**src/rtl/isp_pkg.sv**
```systemverilog
package isp_pkg;
  localparam logic [7:0] PREAMBLE = 8'haa;
  localparam logic [7:0] OP_READ_STATUS = 8'h60;
  localparam logic [2:0] IDX_PREAMBLE = 3'h0;
  localparam logic [2:0] IDX_OPCODE = 3'h1;
  localparam logic [2:0] IDX_ADDR_HI = 3'h2;
  localparam logic [2:0] IDX_ADDR_LO = 3'h3;
  localparam logic [2:0] IDX_DATA = 3'h4;
  localparam logic [2:0] CMD_BYTES = 3'h5;
  localparam logic [2:0] BYTE_CNT_MAX = 3'h7;
  localparam logic [2:0] BIT_LAST = 3'h7;
  localparam logic [2:0] BIT_FIRST = 3'h0;
  localparam int FIFO_DEPTH = 16;

  typedef struct packed {
    logic [7:0] opcode;
    logic [15:0] addr;
    logic [7:0] data;
  } cmd_t;

  localparam int CMD_W = $bits(cmd_t);
  localparam cmd_t CMD_RESET = '{opcode: 8'h00, addr: 16'h0000, data: 8'h00};

  typedef struct packed {
    logic sck;
    logic mosi;
    logic ss_n;
    logic prog;
  } pins_t;

  localparam pins_t PINS_RESET = '{sck: 1'b0, mosi: 1'b0, ss_n: 1'b1,
                                   prog: 1'b0};

  typedef enum logic [1:0] {
    ST_OFF,
    ST_IDLE,
    ST_FRAME
  } link_state_t;
endpackage

```
**src/rtl/cmd_fifo.sv**
```systemverilog
`timescale 1ns/10ps
module cmd_fifo #(
  parameter int WIDTH = 32,
  parameter int DEPTH = 16
) (
  input wire logic clk_i,
  input wire logic reset_i,
  input wire logic en_i,
  input wire logic [WIDTH-1:0] in_data_i,
  input wire logic in_valid_i,
  output logic in_ready_o,
  output logic [WIDTH-1:0] out_data_o,
  output logic out_valid_o,
  input wire logic out_ready_i
);
  localparam int AW = $clog2(DEPTH);
  localparam logic [AW:0] FULL_COUNT = (AW+1)'(DEPTH);

  logic [WIDTH-1:0] mem [DEPTH];
  logic [AW-1:0] wr_ptr;
  logic [AW-1:0] rd_ptr;
  logic [AW:0] count;

  wire push = en_i & in_valid_i & in_ready_o;
  wire pop = en_i & out_valid_o & out_ready_i;
  wire [AW:0] next_count = count + (AW+1)'(push) - (AW+1)'(pop);
  wire [AW-1:0] next_rd_ptr = rd_ptr + AW'(pop);
  // Head is registered; a word written into the head slot bypasses the array
  wire head_bypass = push & (wr_ptr == next_rd_ptr);
  wire [WIDTH-1:0] next_head = head_bypass ? in_data_i : mem[next_rd_ptr];

  always_ff @(posedge clk_i) begin
    if (push) begin
      mem[wr_ptr] <= in_data_i;
    end
  end

  always_ff @(posedge clk_i) begin
    if (en_i) begin
      out_data_o <= next_head;
    end
  end

  // Flags are registered so that both ready and valid leave from flops
  always_ff @(posedge clk_i) begin
    if (reset_i) begin
      wr_ptr <= '0;
      rd_ptr <= '0;
      count <= '0;
      in_ready_o <= 1'b0;
      out_valid_o <= 1'b0;
    end else if (en_i) begin
      wr_ptr <= wr_ptr + AW'(push);
      rd_ptr <= rd_ptr + AW'(pop);
      count <= next_count;
      in_ready_o <= next_count != FULL_COUNT;
      out_valid_o <= next_count != '0;
    end
  end
endmodule

```
**src/rtl/isp_serial_port.sv**
```systemverilog
// What this block does
// - All bytes shift most significant bit first
// - MISO changes on falling SCK while selected
// - MOSI captured on rising SCK while selected
// - Command acted on only when select rises
// - Commands in on MOSI, read data out MISO
// - Serial port forwards the full command set
// - Command is preamble, opcode, address high, low, data
// - Opcode 60h returns memory status bits 7:1 and the pending flag as bit 0 in data byte
`timescale 1ns/10ps
module isp_serial_port (
  input wire logic clk_i,
  input wire logic reset_i,
  input wire logic en_i,
  input wire logic sck_i,
  input wire logic mosi_i,
  input wire logic ss_n_i,
  input wire logic prog_i,
  output logic miso_o,
  output logic miso_oe_n_o,
  input wire logic [7:0] status_i,
  input wire logic [7:0] rd_data_i,
  output logic [7:0] cur_opcode_o,
  output logic [15:0] cur_addr_o,
  output isp_pkg::cmd_t cmd_o,
  output logic cmd_valid_o,
  input wire logic cmd_ready_i,
  output logic drop_o,
  output logic prog_active_o
);
  import isp_pkg::*;

  pins_t meta;
  pins_t pins;
  logic sck_prev;
  link_state_t state;
  logic [6:0] rx_shift;
  logic [6:0] tx_shift;
  logic [2:0] bit_cnt;
  logic [2:0] byte_cnt;
  logic bad_preamble;
  cmd_t cur;
  cmd_t pend_cmd;
  logic pending;
  logic fifo_ready;

  // Edges come from the second sync stage, never from the first
  wire sck_rise = pins.sck & ~sck_prev;
  wire sck_fall = ~pins.sck & sck_prev;
  wire in_frame = state == ST_FRAME;
  wire shift_in = en_i & in_frame & sck_rise;
  wire shift_out = en_i & in_frame & sck_fall;
  wire [7:0] rx_byte = {rx_shift, pins.mosi};
  wire byte_done = shift_in & (bit_cnt == BIT_LAST);
  wire frame_end = en_i & in_frame & (pins.ss_n | ~pins.prog);
  wire cmd_ok = (byte_cnt == CMD_BYTES) & ~bad_preamble;
  wire accept = frame_end & pins.ss_n & pins.prog & cmd_ok;
  wire push = en_i & pending & fifo_ready;
  wire is_status = cur.opcode == OP_READ_STATUS;
  // Bit 0 of the status byte reports a command still waiting in the holding slot for the FIFO
  wire [7:0] resp = is_status ? {status_i[7:1], pending}
                              : rd_data_i;
  wire load_resp = (byte_cnt == IDX_DATA) & (bit_cnt == BIT_FIRST);
  wire [7:0] tx_word = load_resp ? resp : {tx_shift, 1'b0};
  wire [2:0] next_byte_cnt = (byte_cnt == BYTE_CNT_MAX) ? byte_cnt
                                                         : byte_cnt + 3'h1;

  always_ff @(posedge clk_i) begin
    if (reset_i) begin
      meta <= PINS_RESET;
      pins <= PINS_RESET;
      sck_prev <= 1'b0;
    end else if (en_i) begin
      meta <= '{sck: sck_i, mosi: mosi_i, ss_n: ss_n_i, prog: prog_i};
      pins <= meta;
      sck_prev <= pins.sck;
    end
  end

  always_ff @(posedge clk_i) begin
    if (reset_i) begin
      state <= ST_OFF;
    end else if (en_i) begin
      case (state)
        ST_OFF: begin
          if (pins.prog) begin
            state <= ST_IDLE;
          end
        end
        ST_IDLE: begin
          if (!pins.prog) begin
            state <= ST_OFF;
          end else if (!pins.ss_n) begin
            state <= ST_FRAME;
          end
        end
        ST_FRAME: begin
          if (!pins.prog) begin
            state <= ST_OFF;
          end else if (pins.ss_n) begin
            state <= ST_IDLE;
          end
        end
        default: begin
          state <= ST_OFF;
        end
      endcase
    end
  end

  // Counters restart on every enabled clock while the frame is not open
  always_ff @(posedge clk_i) begin
    if (reset_i || (en_i && !in_frame)) begin
      bit_cnt <= BIT_FIRST;
      byte_cnt <= IDX_PREAMBLE;
      rx_shift <= '0;
      bad_preamble <= 1'b0;
    end else if (shift_in) begin
      bit_cnt <= bit_cnt + 3'h1;
      rx_shift <= rx_byte[6:0];
      if (byte_done) begin
        byte_cnt <= next_byte_cnt;
        if (byte_cnt == IDX_PREAMBLE && rx_byte != PREAMBLE) begin
          bad_preamble <= 1'b1;
        end
      end
    end
  end

  always_ff @(posedge clk_i) begin
    if (reset_i) begin
      cur <= CMD_RESET;
    end else if (byte_done) begin
      case (byte_cnt)
        IDX_OPCODE: cur.opcode <= rx_byte;
        IDX_ADDR_HI: cur.addr[15:8] <= rx_byte;
        IDX_ADDR_LO: cur.addr[7:0] <= rx_byte;
        IDX_DATA: cur.data <= rx_byte;
        default: cur <= cur;
      endcase
    end
  end

  always_ff @(posedge clk_i) begin
    if (reset_i || (en_i && !in_frame)) begin
      miso_o <= 1'b0;
      tx_shift <= '0;
    end else if (shift_out) begin
      miso_o <= tx_word[7];
      tx_shift <= tx_word[6:0];
    end
  end

  always_ff @(posedge clk_i) begin
    if (reset_i) begin
      miso_oe_n_o <= 1'b1;
      prog_active_o <= 1'b0;
      cur_opcode_o <= '0;
      cur_addr_o <= '0;
    end else if (en_i) begin
      miso_oe_n_o <= ~(in_frame & ~pins.ss_n & pins.prog);
      prog_active_o <= state != ST_OFF;
      cur_opcode_o <= cur.opcode;
      cur_addr_o <= cur.addr;
    end
  end

  // A single holding slot; a second command arriving while it waits is lost unless the slot pushes into the FIFO that cycle
  always_ff @(posedge clk_i) begin
    if (reset_i) begin
      pending <= 1'b0;
      pend_cmd <= CMD_RESET;
      drop_o <= 1'b0;
    end else if (en_i) begin
      drop_o <= accept & pending & ~push;
      if (accept && (!pending || push)) begin
        pending <= 1'b1;
        pend_cmd <= cur;
      end else if (push) begin
        pending <= 1'b0;
      end
    end
  end

  cmd_fifo #(
    .WIDTH(CMD_W),
    .DEPTH(FIFO_DEPTH)
  ) u_fifo (
    .clk_i(clk_i),
    .reset_i(reset_i),
    .en_i(en_i),
    .in_data_i(pend_cmd),
    .in_valid_i(pending),
    .in_ready_o(fifo_ready),
    .out_data_o(cmd_o),
    .out_valid_o(cmd_valid_o),
    .out_ready_i(cmd_ready_i)
  );

  a_hiz_deselect: assert property (@(posedge clk_i) disable iff (reset_i)
    en_i && pins.ss_n |=> miso_oe_n_o)
    else $error("MISO driven while deselected");

  a_idle_no_prog: assert property (@(posedge clk_i) disable iff (reset_i)
    en_i && !pins.prog |=> !in_frame)
    else $error("Frame open without reset pin high");

  a_capture_rise: assert property (@(posedge clk_i) disable iff (reset_i)
    shift_in && bit_cnt != BIT_LAST |=> bit_cnt == $past(bit_cnt) + 3'h1)
    else $error("Bit not counted on rising clock");

  a_opcode_msb: assert property (@(posedge clk_i) disable iff (reset_i)
    byte_done && byte_cnt == IDX_OPCODE |=> cur.opcode == $past(rx_byte))
    else $error("Opcode not assembled MSB first");

  a_miso_on_fall: assert property (@(posedge clk_i) disable iff (reset_i)
    $changed(miso_o) && in_frame |-> $past(shift_out))
    else $error("MISO changed off a falling edge");

  a_status_msb: assert property (@(posedge clk_i) disable iff (reset_i)
    shift_out && load_resp && is_status |=> miso_o == $past(status_i[7]))
    else $error("Status MSB not presented");

  a_accept_on_ss: assert property (@(posedge clk_i) disable iff (reset_i)
    $rose(pending) |-> $past(pins.ss_n) && $past(state) == ST_FRAME)
    else $error("Command taken without select rising");

  a_short_cmd: assert property (@(posedge clk_i) disable iff (reset_i)
    frame_end && byte_cnt != CMD_BYTES && !pending |=> !pending)
    else $error("Short command was accepted");

  a_push_clears: assert property (@(posedge clk_i) disable iff (reset_i)
    push && !accept |=> !pending && cmd_valid_o)
    else $error("Pending command not handed to FIFO");

  c_command: cover property (@(posedge clk_i) disable iff (reset_i)
    accept ##[1:20] cmd_valid_o);
  c_status: cover property (@(posedge clk_i) disable iff (reset_i)
    shift_out && load_resp && is_status);
  c_drop: cover property (@(posedge clk_i) disable iff (reset_i) drop_o);
  c_full: cover property (@(posedge clk_i) disable iff (reset_i)
    pending && !fifo_ready);
endmodule

```
**config.mk**
```make
export PLATFORM = sky130hd
export DESIGN_NAME = isp_serial_port
export DESIGN_NICKNAME = d
export VERILOG_FILES = /design/src/rtl/isp_pkg.sv /design/src/rtl/cmd_fifo.sv /design/src/rtl/isp_serial_port.sv
export SDC_FILE = /design/constraint.sdc
export NUM_CORES = 1
export LEC_CHECK = 0
export ABC_AREA = 1
export BUFFER_PORTS_ARGS = -buffer_cell sky130_fd_sc_hd__buf_4
export CORE_MARGIN = 3
export CORE_UTILIZATION = 35
export DETAILED_ROUTE_END_ITERATION = 10
export SETUP_SLACK_MARGIN = 0.2
export SKIP_CTS_REPAIR_TIMING = 1
export SLEW_MARGIN = 20
export SYNTH_ARGS = -nofsm -noshare
export SYNTH_HDL_FRONTEND = slang
export SYNTH_SLANG_ARGS = --single-unit
```
**constraint.sdc**
```tcl
create_clock -name clk_i -period 8.5 [get_ports clk_i]
set_input_delay 1.275 -clock clk_i [delete_from_list [all_inputs] [get_ports clk_i]]
set_output_delay 1.275 -clock clk_i [all_outputs]
set_load 0.005 [all_outputs]
```
# Yosys cells after proc, flatten, opt, wreduce, memory -nomap -nowiden
# Memories as Yosys holds them, arrays and structs flattened. A register that Yosys moved wholly into a read port is not among the register bits.
# Index checks and enable logic that the tools add are counted.
[word_totals]
reg_bits = 140
ramBits = 512
in_bits = 24
output_inout_bits = 61
mem_count = 1
[mem_list]
columns = ["memory", "words", "width", "rd", "rd_clocked_by_memory_dff", "write_ports", "line", "text"]
rows = [
  ["u_fifo.mem", 16, 32, 1, 1, 1, "cmd_fifo.sv:19", "logic [WIDTH-1:0] mem [DEPTH];"],
]
[classes]
add_sub_neg = 6
eq_ne = 15
muxes = 12
bitwise = 29
reduce_logical = 22
[ops]
columns = ["cell", "n"]
rows = [
  ["$and A1 B1 Y1", 20],
  ["$mux W8", 2],
  ["$eq A3 B3 Y1 const B", 4],
  ["$reduce_and A2 Y1", 6],
  ["$mux W2", 5],
  ["$add A4 B1 Y4", 2],
  ["$eq A8 B7 Y1 const B", 1],
  ["$ne A8 B8 Y1 const B", 1],
  ["$not A1 Y1", 8],
  ["$add A3 B1 Y3 const B", 2],
  ["$eq A3 B2 Y1 const B", 2],
  ["$logic_not A3 Y1", 2],
  ["$ne A3 B3 Y1 const B", 2],
  ["$pmux W2 S3", 1],
  ["$reduce_and A3 Y1", 2],
  ["$add A5 B1 Y5", 1],
  ["$ne A5 B5 Y1 const B", 1],
  ["$reduce_bool A5 Y1", 1],
  ["$sub A5 B1 Y5", 1],
  ["$mux W1", 4],
  ["$reduce_and A4 Y1", 1],
  ["$reduce_bool A2 Y1", 2],
  ["$eq A3 B1 Y1 const B", 1],
  ["$logic_and A1 B1 Y1", 3],
  ["other kinds (7)", 9],
]

# Longest topological paths before layout
# Gate-level depths: netlist of run 1.
[depth]
word_depth = 9
ltp_mapped = 14

# By module
# Synthesis of run 1 repeated with hierarchy kept, for this count alone.
[unflattened]
cells_unflattened = 2915
area_unflattened_um2 = 29502.0
[modules_own_cells]
columns = ["module", "instances", "cells_each", "area_per_inst_um2", "seq_area_each_um2"]
rows = [
  ["cmd_fifo", 1, 2239, 24363.4, 16636.0],
  ["isp_serial_port", 1, 676, 5138.7, 2502.4],
]

# Worst setup path before layout of run 1
# No wires, ideal clock.
[synth_timing]
path_kind = "input -> register"
from = "in cmd_ready_i"
to = "reg u_fifo.out_data_o[0], read port of u_fifo.mem (data pin)"
setup_ps = 252
arrival_ps = 3345
required_time_ps = 8248
slack_ps = 4903
cell_stages = 13
path_cell_list = "nand4_2 > clkbuf_1 > clkbuf_1 > inv_1 > ha_1 > xor2_1 > clkbuf_1 > buf_1 > nand3_1 > nand3_1 > nand2_1 > nand2_1 > nand2_1"
[synth_via]
elab_chain_len = 2
[synth_rtl]
columns = ["element", "line", "text"]
rows = [
  ["start: declaration", "isp_serial_port.sv:27", "input wire logic cmd_ready_i,"],
  ["$and A1 B1 Y1", "cmd_fifo.sv:25", "wire pop = en_i & out_valid_o & out_ready_i;"],
  ["$add A4 B1 Y4", "cmd_fifo.sv:27", "wire [AW-1:0] next_rd_ptr = rd_ptr + AW'(pop);"],
  ["end: declaration", "cmd_fifo.sv:12", "output logic [WIDTH-1:0] out_data_o,"],
]
# No other way between the ends.
# A chain may end at the register's enable or synchronous reset.

# Worst setup path in the final report of run 1
[layout_timing]
from = "in en_i"
to = "reg u_fifo.out_data_o[12], read port of u_fifo.mem (data pin)"
[layout_via]
elab_chain_len = 3
[layout_rtl]
columns = ["element", "line", "text"]
rows = [
  ["start: declaration", "isp_serial_port.sv:14", "input wire logic en_i,"],
  ["$and A1 B1 Y1 (2 in series)", "cmd_fifo.sv:25", ""],
  ["$add A4 B1 Y4", "cmd_fifo.sv:27", ""],
]
# Several ways; a longest one is shown, not always the timed one.

==> metrics, run 1 <==
Tcrit/Tclk final 59.4%; Synth Net Count 2847; Clock Tree Root clkbuf_16; Clk Latency, worst-skew pair 610 ps; die height 293 um; Synth Cell Area about 0.029 mm2; top cell type's share of synthesized area 56.5%; Core Rows 104; most common cell in the netlist nand2_1; Cell variety after synth 31; largest family of logic cells by synthesized area simple AND/OR/NAND/NOR gates; Via Count 19600; Post-Synth Simple-Gate Area 20.7%; WL final 73800 um; crit path capture type flop; clock net sink count between 600 and 700; PortBufs 83; Ant. Diodes 0; WS Path Type in2reg; Layout area overhead 14.3%; initial antenna violation count 0; clk buf depth 3; wire per inst 18.7 um; Worst Setup Start Kind primary input; Filler cells 7810; TritonCTS clock tree done; vias per std cell between 4 and 5; Cells after Synth 2806; Routed Antenna Nets 0; Die W around 300 um; All-Layer GR Usage 16.9%; post-synthesis sequential area ratio 66.2%; Nets between 2000 and 3000; yosys warns 0; cell count after placement 3810; first-pass GRT wire length 111000 um; Main synth FF type edfxtp_1; CTS buffer count a little over 70; Post-Synth XOR/XNOR Area 0.324%; Leakage 0.0130 uW; EDFF count, synth 544; Synth Area in Compound Gates ~4.9%; crit path max fanout 174; # setup viols final 0; clock slew at reported path FFs roughly 60 ps; Final min period 5050 ps; Pwr Density about 220 mW/mm2; Core Region 0.0812 mm2; clock skew 26.5 ps; 1st-pass router iterations 5; htree depth 3; Hold Crit Class reg2reg; GP Congestion about 0.74; Max-Cap Viols 0; vias in the first global route 18400; share of cells above drive strength 1 under 10%; outcome completed; Setup TNS Final 0 ps; Ports 85; Slew @ Worst Pin 1190 ps; post-synthesis async set-or-reset flop share 0%; Slew Limit Fails 0; total die area ~0.086 mm2; final hold violation count 0; CP arrival 5370 ps; worst hold slack 441 ps; ranking of synthesized cells by area edfxtp_1 (56%), dfxtp_1 (9.7%), nand3_1 (9.1%); Yosys top cell by area edfxtp_1; Tot Pwr roughly 7300 uW; peak supply drop 0.000137 V; Synth top cells by count nand2_1 (560), edfxtp_1 (544), nand3_1 (525); max_slew headroom 20.5%; Detailed Place HPWL about 37000 um; global route overflow 0; number of DRC markers in iteration 0 1647; DRC 0; Post-Layout Cell Count 3939; multiplexer share of the synthesized area 0%; Synth Area per Inst 10.3 um2; adder-cell share of the synthesized area 0.761%; largest net degree at the start of global routing 214; Yosys reg bits 684; Initial Utilization between 30% and 40%; Fmax 198 MHz; CP required 8820 ps; RSZ-0062 raised after global routing no
-- cell families (layout without fill, tap and decap cells) --
group | count (synthesis) | count (layout)
buf+inv | 539 | 612
xor+xnor | 9 | 9
flops | 684 | 684
compound gates | 279 | 279
fa+ha+maj | 17 | 17
simple gates | 1278 | 1278
-- state kept, by name, summed over array words and instances, names as in the netlist, 2 cells and up --
signal,count
bit_cnt,3
byte_cnt,3
cur,32
cur_addr_o,16
cur_opcode_o,8
meta,4
pend_cmd,32
pins,4
rx_shift,7
state,2
tx_shift,7
u_fifo.count,5
u_fifo.mem,512
u_fifo.out_data_o,32
u_fifo.rd_ptr,4
u_fifo.wr_ptr,4
-- routing by layer --
layer  global-route usage (%)  vias to the layer above  wire [um]
met5                        0                        -          0
met2                     27.1                      658      33800
met3                     3.01                      112       5070
met1                     23.3                     9291      33300
li1                         -                     9545          -
met4                     5.32                        0       1650
-- cell type report --
type / count / area [um2] / share of cell area (%)
clock buffer: 106 / 2170 / 6.56
timing repair buffer: 117 / 916 / 2.77
multi-input combinational: 1583 / 7920 / 23.9
clock inverter: 23 / 234 / 0.707
tap: 1060 / 1330 / 4.01
inverter: 366 / 1380 / 4.16
sequential: 684 / 19100 / 57.9
-- final timing paths --
check / slack (ps) / start / cells after the start / to
worst max-delay path: 3450 / en_i / 11 / u_fifo.out_data_o[12]
worst min-delay path: 440 / cur[1] / 2 / cur[1]
worst max register to register: 4260 / u_fifo.out_valid_o / 10 / u_fifo.out_data_o[12]
worst min register to register: 440 / cur[1] / 2 / cur[1]
-- through the flow --
step                      setup slack (ps)  cell area (um2)  utilization [%]
after CTS                             3430            33100             40.7
after floorplan                       4900            28900                -
final                                 3450            33100             40.7
after global placement                2810            30700             37.8
after detailed placement              2790            30700             37.8
after global routing                  3070            33100             40.7
-- report_power, final --
| part | switching, uW | internal (uW) |
|---|---|---|
| clock network | 1280 | 1890 |
| logic | 306 | 156 |
| registers | 18.8 | 3600 |
| total | 1610 | 5650 |
-- placed cells by master, fill, tap and decap left out, types with 4 or more instances in the layout --
cell / n
a21oi_1: 135
buf_4: 114
bufinv_16: 4
clkbuf_1: 17
clkbuf_16: 79
clkbuf_8: 9
clkinv_1: 5
clkinv_2: 8
dfxtp_1: 140
edfxtp_1: 544
ha_1: 15
inv_1: 362
nand2_1: 558
nand3_1: 524
nand3b_1: 126
nand4_1: 5
nor2_1: 35
nor2_4: 18
nor4_1: 4
o21ai_0: 128
o21ai_1: 6
-- critical path: stages --
cell and delay, ps:
buf_4 470, nand4_4 900, nand2_4 1200, buf_12 630
nand2_1 130, nand3_1 120, nand3_1 90, nand3_1 90
nand2_1 60, nand2_1 60, nand2_1 120
Power figures use the tool's default switching activity.
==> inputs of run 2 (changes only) <==
==> constraint.sdc (replaced) <==
create_clock -name clk_i -period 4.1 [get_ports clk_i]
set_input_delay 0.615 -clock clk_i [delete_from_list [all_inputs] [get_ports clk_i]]
set_output_delay 0.615 -clock clk_i [all_outputs]
set_load 0.005 [all_outputs]
==> metrics, run 2 (same netlist as run 1, synthesis figures left out) <==
outcome completed; Slew Limit Fails 0 (unchanged); Core Region 0.0812 mm2 (unchanged); Initial Utilization 35.6% (unchanged); number of DRC markers in iteration 0 1552 (-5.8%); Slew @ Worst Pin 1190 ps (+1.73 ps); Final min period between 3000 and 4000 ps; CTS buffer count 72 (unchanged); All-Layer GR Usage 17.1% (+0.21 points); Leakage 0.0131 uW (+0.69%); Tcrit/Tclk final 78.5%; DRC 0 (unchanged); die height 293 um (unchanged); Max-Cap Viols 0 (unchanged); initial antenna violation count 0 (unchanged); Clock Tree Root clkbuf_16; most frequent cells in the layout nand2_1 (558), edfxtp_1 (544), nand3_1 (524); clock net sink count 684 (unchanged); pre-CTS WS 626 ps (-2170 ps); Detailed Place HPWL 38200 um (+3.5%); TritonCTS clock tree done; htree depth 3 (unchanged); Ports 85 (unchanged); share of cells above drive strength 1 9.23% (+0.40 points); clk buf depth 3 (unchanged); first-pass GRT wire length 114000 um (+2.0%); # setup viols final 0 (unchanged); wire per inst 18.8 um (+0.65%); Pwr Density 451 mW/mm2 (+110%); max_slew headroom 20.4% (-0.12 points); Clk Latency, worst-skew pair 600 ps (about the same); Via Count 19900 (+1.5%); setup ws final 883 ps (-2570 ps); Nets 2878 (+0.45%); Die W 293 um (unchanged); Fmax 311 MHz; Setup TNS Final 0 ps (unchanged); most common cell after layout, fill and taps aside nand2_1; Worst Setup Start Kind flop; GP Congestion 0.762 (+2.6%); Core Rows 104 (unchanged); Layout area overhead 15.0%; Routed Antenna Nets 0 (unchanged); flip-flop count of the largest register after layout 512 (unchanged); vias in the first global route 19100 (+3.6%); peak supply drop 0.000293 V (+110%); RSZ-0062 raised after global routing no; global route overflow 0 (unchanged); final hold violation count 0 (unchanged); WL final 74500 um (+1.0%); crit path max fanout 52 (-70%); crit path capture type flop; total die area 0.0861 mm2 (unchanged); PortBufs 83 (unchanged); CP required 4560 ps (-4260 ps); CP arrival 3680 ps (-1690 ps); largest net degree at the start of global routing 217 (+1.4%); WS Path Type reg2reg; Largest Register u_fifo.mem; vias per std cell 5.03 (+1.1%); 1st-pass router iterations 5 (unchanged); worst hold slack 225 ps (-216 ps); Ant. Diodes 0 (unchanged); clock slew at reported path FFs 60 ps (about the same); clock skew 19.6 ps (-6.86 ps); Hold Crit Class in2reg
run 2: per-layer routing:
| layer | wire (um) | global-route usage, % |
|---|---|---|
| met1 | 33100 | 23.5 |
| met2 | 34600 | 27.8 |
| met3 | 5020 | 2.63 |
| met4 | 1740 | 5.37 |
| met5 | 0 | 0 |
run 2: per-stage QoR:
step / std cells / util (%) / power, uW / cell area [um2]
floorplan: 2806 / - / 8280 / 28900
global placement: 3823 / 38.1 / 8620 / 30900
detailed placement: 3823 / 38.1 / 8630 / 30900
CTS: 3954 / 41.0 / 15100 / 33300
global route: 3954 / 41.0 / 15500 / 33300
finish: 3954 / 41.0 / 15000 / 33300
run 2: worst max-delay path, cell delays in order, from the launching register on:
cell     delay (ps)
dfxtp_1         470
nand4_4         420
inv_1           220
ha_4            580
buf_4           700
nand3_1         170
nand3_1         130
nand3_1          90
nand2_1          90
nand2_1          60
nand2_1          80
run 2: final timing paths:
kind	from	endpoint	slack (ps)	cells past startpoint
worst min register to register	cur[4]	cur[4]	440	2
worst max register to register	u_fifo.out_valid_o	u_fifo.out_data_o[16]	880	10
worst min-delay path	ss_n_i	meta[1]	220	3
worst max-delay path	u_fifo.out_valid_o	u_fifo.out_data_o[16]	880	10
run 2: layout make-up:
cell class	instances	area [um2]
clock inverter	30	307
multi-input combinational	1583	7920
tap	1060	1330
clock buffer	101	2050
fill	7812	47900
sequential	684	19100
inverter	366	1380
timing repair buffer	130	1150
run 2: where the power goes:
group          switching [uW]  internal, uW  leakage, uW  total (uW)
logic                     625           336      0.00574         961
registers                46.4          7470      0.00619        7520
clock network            2650          3880      0.00117        6530
==> inputs of run 3 (changes only) <==
==> constraint.sdc (replaced) <==
create_clock -name clk_i -period 3.35 [get_ports clk_i]
set_input_delay 0.5025 -clock clk_i [delete_from_list [all_inputs] [get_ports clk_i]]
set_output_delay 0.5025 -clock clk_i [all_outputs]
set_load 0.005 [all_outputs]
==> metrics, run 3 (same netlist as run 1, synthesis figures left out) <==
crit path max fanout 37 (-29%); Clock Tree Root clkbuf_16; end of the worst hold path meta[1]; die height 293 um (unchanged); clk buf depth 3 (unchanged); Hold Crit Class in2reg; Die W 293 um (unchanged); RSZ-0062 raised after global routing no; Nets 2883 (+0.17%); PortBufs 83 (unchanged); first-pass GRT wire length 113000 um (-0.74%); Detailed Place HPWL 39200 um (+2.6%); vias in the first global route 19100 (-0.099%); Slew Limit Fails 0 (unchanged); CP required 3710 ps (-850 ps); Via Count 19700 (-1.0%); 1st-pass router iterations 5 (unchanged); worst hold slack 105 ps (-119 ps); Setup TNS Final 0 ps (unchanged); internal cell power 14200 uW (+22%); Core Region 0.0812 mm2 (unchanged); combinational fraction of design power 6.5% (about the same); WL met1 33300 um (+0.47%); Critical R2R Capture u_fifo.out_data_o[12]; Initial Utilization 35.6% (unchanged); Clk Latency, worst-skew pair 610 ps (about the same); CP arrival 2980 ps (-700 ps); vias per std cell 4.98 (-1.0%); Met2 Wirelength 33700 um (-2.8%); total die area 0.0861 mm2 (unchanged); peak supply drop 0.000372 V (+27%); htree depth 3 (unchanged); share of cells above drive strength 1 9.15% (-0.075 points); crit path capture type flop; TritonCTS clock tree done; routed length on met3 4510 um (-10%); Ant. Diodes 0 (unchanged); final design utilization 41.1% (+0.17 points); switching share of power 22.2% (+0.13 points); most common cell after layout, fill and taps aside nand2_1; max layer used met4; Seq pwr share 50.3% (+0.2 points); Routed Antenna Nets 0 (unchanged); global route overflow 0 (unchanged); sw power 4060 uW (+22%); # setup viols final 0 (unchanged); Slew @ Worst Pin 884 ps (-310 ps); Final min period 2620 ps (-592 ps); clock skew 21.4 ps (+1.76 ps); GP Congestion 0.758 (-0.58%); Pwr Density 547 mW/mm2 (+21%); r2r setup slk 730 ps (-160 ps); Largest Register u_fifo.mem; clock net sink count 684 (unchanged); Max-Cap Viols 0 (unchanged); max_slew headroom 41.1% (+21 points); WL final 73000 um (-2.1%); most frequent cells in the layout nand2_1 (558), edfxtp_1 (544), nand3_1 (524); wire per inst 18.4 um (-2.1%); CTS buffer count 72 (unchanged); Reg2Reg Depth 10 (unchanged); WS Path Type reg2reg; Worst Setup Start Kind flop; initial antenna violation count 0 (unchanged); pre-CTS WS 520 ps (-106 ps); outcome completed; Ports 85 (unchanged); clock slew at reported path FFs 60 ps (about the same); setup ws final 726 ps (-158 ps); Leakage 0.0131 uW (+0.33%); final hold violation count 0 (unchanged); reg2reg start u_fifo.out_valid_o; Tcrit/Tclk final 78.3% (-0.12 points); Fmax 381 MHz (+23%); number of DRC markers in iteration 0 1651 (+6.4%); hold path start ss_n_i; clock power share 43.2% (-0.3 points); Layout area overhead 15.5%; All-Layer GR Usage 16.9% (-0.20 points); Core Rows 104 (unchanged); DRC 0 (unchanged); largest net degree at the start of global routing 145 (-33%); flip-flop count of the largest register after layout 512 (unchanged); worst hold stages 3 (unchanged)
-- run 3: cell types whose count changed in the layout (fill, tap and decap cells not counted), sizes merged --
cell      delta
clkinv       +3
clkinvlp     +1
clkbuf       -6
bufinv       -1
buf          +5
-- run 3: how the worst max path moves through the flow --
stage / startpoint / end / cells after the start / slack [ps]
global route: state[1] / cur[28] / 9 / 500
global placement: en_i / u_fifo.out_data_o[25] / 11 / 510
detailed placement: en_i / u_fifo.out_data_o[25] / 11 / 520
finish: u_fifo.out_valid_o / u_fifo.out_data_o[12] / 10 / 730
CTS: u_fifo.out_valid_o / u_fifo.out_data_o[12] / 10 / 740
floorplan: cmd_ready_i / u_fifo.out_data_o[0] / 13 / 530
-- run 3: cell type report --
cell class                 instances  area, um2
clock buffer                      95       2030
clock inverter                    33        298
fill                            7865      47800
inverter                         366       1380
multi-input combinational       1583       7920
sequential                       684      19100
tap                             1060       1330
timing repair buffer             135       1330
-- run 3: critical path, stage by stage, from the launching register on --
cell and delay, ps:
dfxtp_1 450, nand4_4 240, inv_1 150, ha_4 160, xor2_4 220, buf_4 540, nand3_1 180, nand3_1 210
nand2_1 70, nand2_1 60, nand2_1 70
-- run 3: power by group through the flow --
| stage | clock (uW) | sequential, uW | combinational [uW] |
|---|---|---|---|
| 5_1_grt | 8400 | 9200 | 1340 |
| 6_report | 7890 | 9200 | 1190 |
| 3_5_place_dp | 0 | 9380 | 1190 |
| 4_1_cts | 8050 | 9200 | 1200 |
| 3_3_place_gp | 0 | 9380 | 1180 |
| 2_1_floorplan | 0 | 9360 | 778 |
-- run 3: per-stage QoR --
stage	instance area, um2	total power (uW)	instances
6_report	33400	18300	3956
2_1_floorplan	28900	10100	2806
4_1_cts	33400	18400	3956
3_5_place_dp	31100	10600	3828
3_3_place_gp	31100	10600	3828
5_1_grt	33400	18900	3956
-- run 3: layer usage --
layer,vias to the layer above,global-route usage (%)
met5,-,0
met4,0,5.12
met3,97,2.89
met2,575,27.3
met1,9453,23.3
li1,9582,-
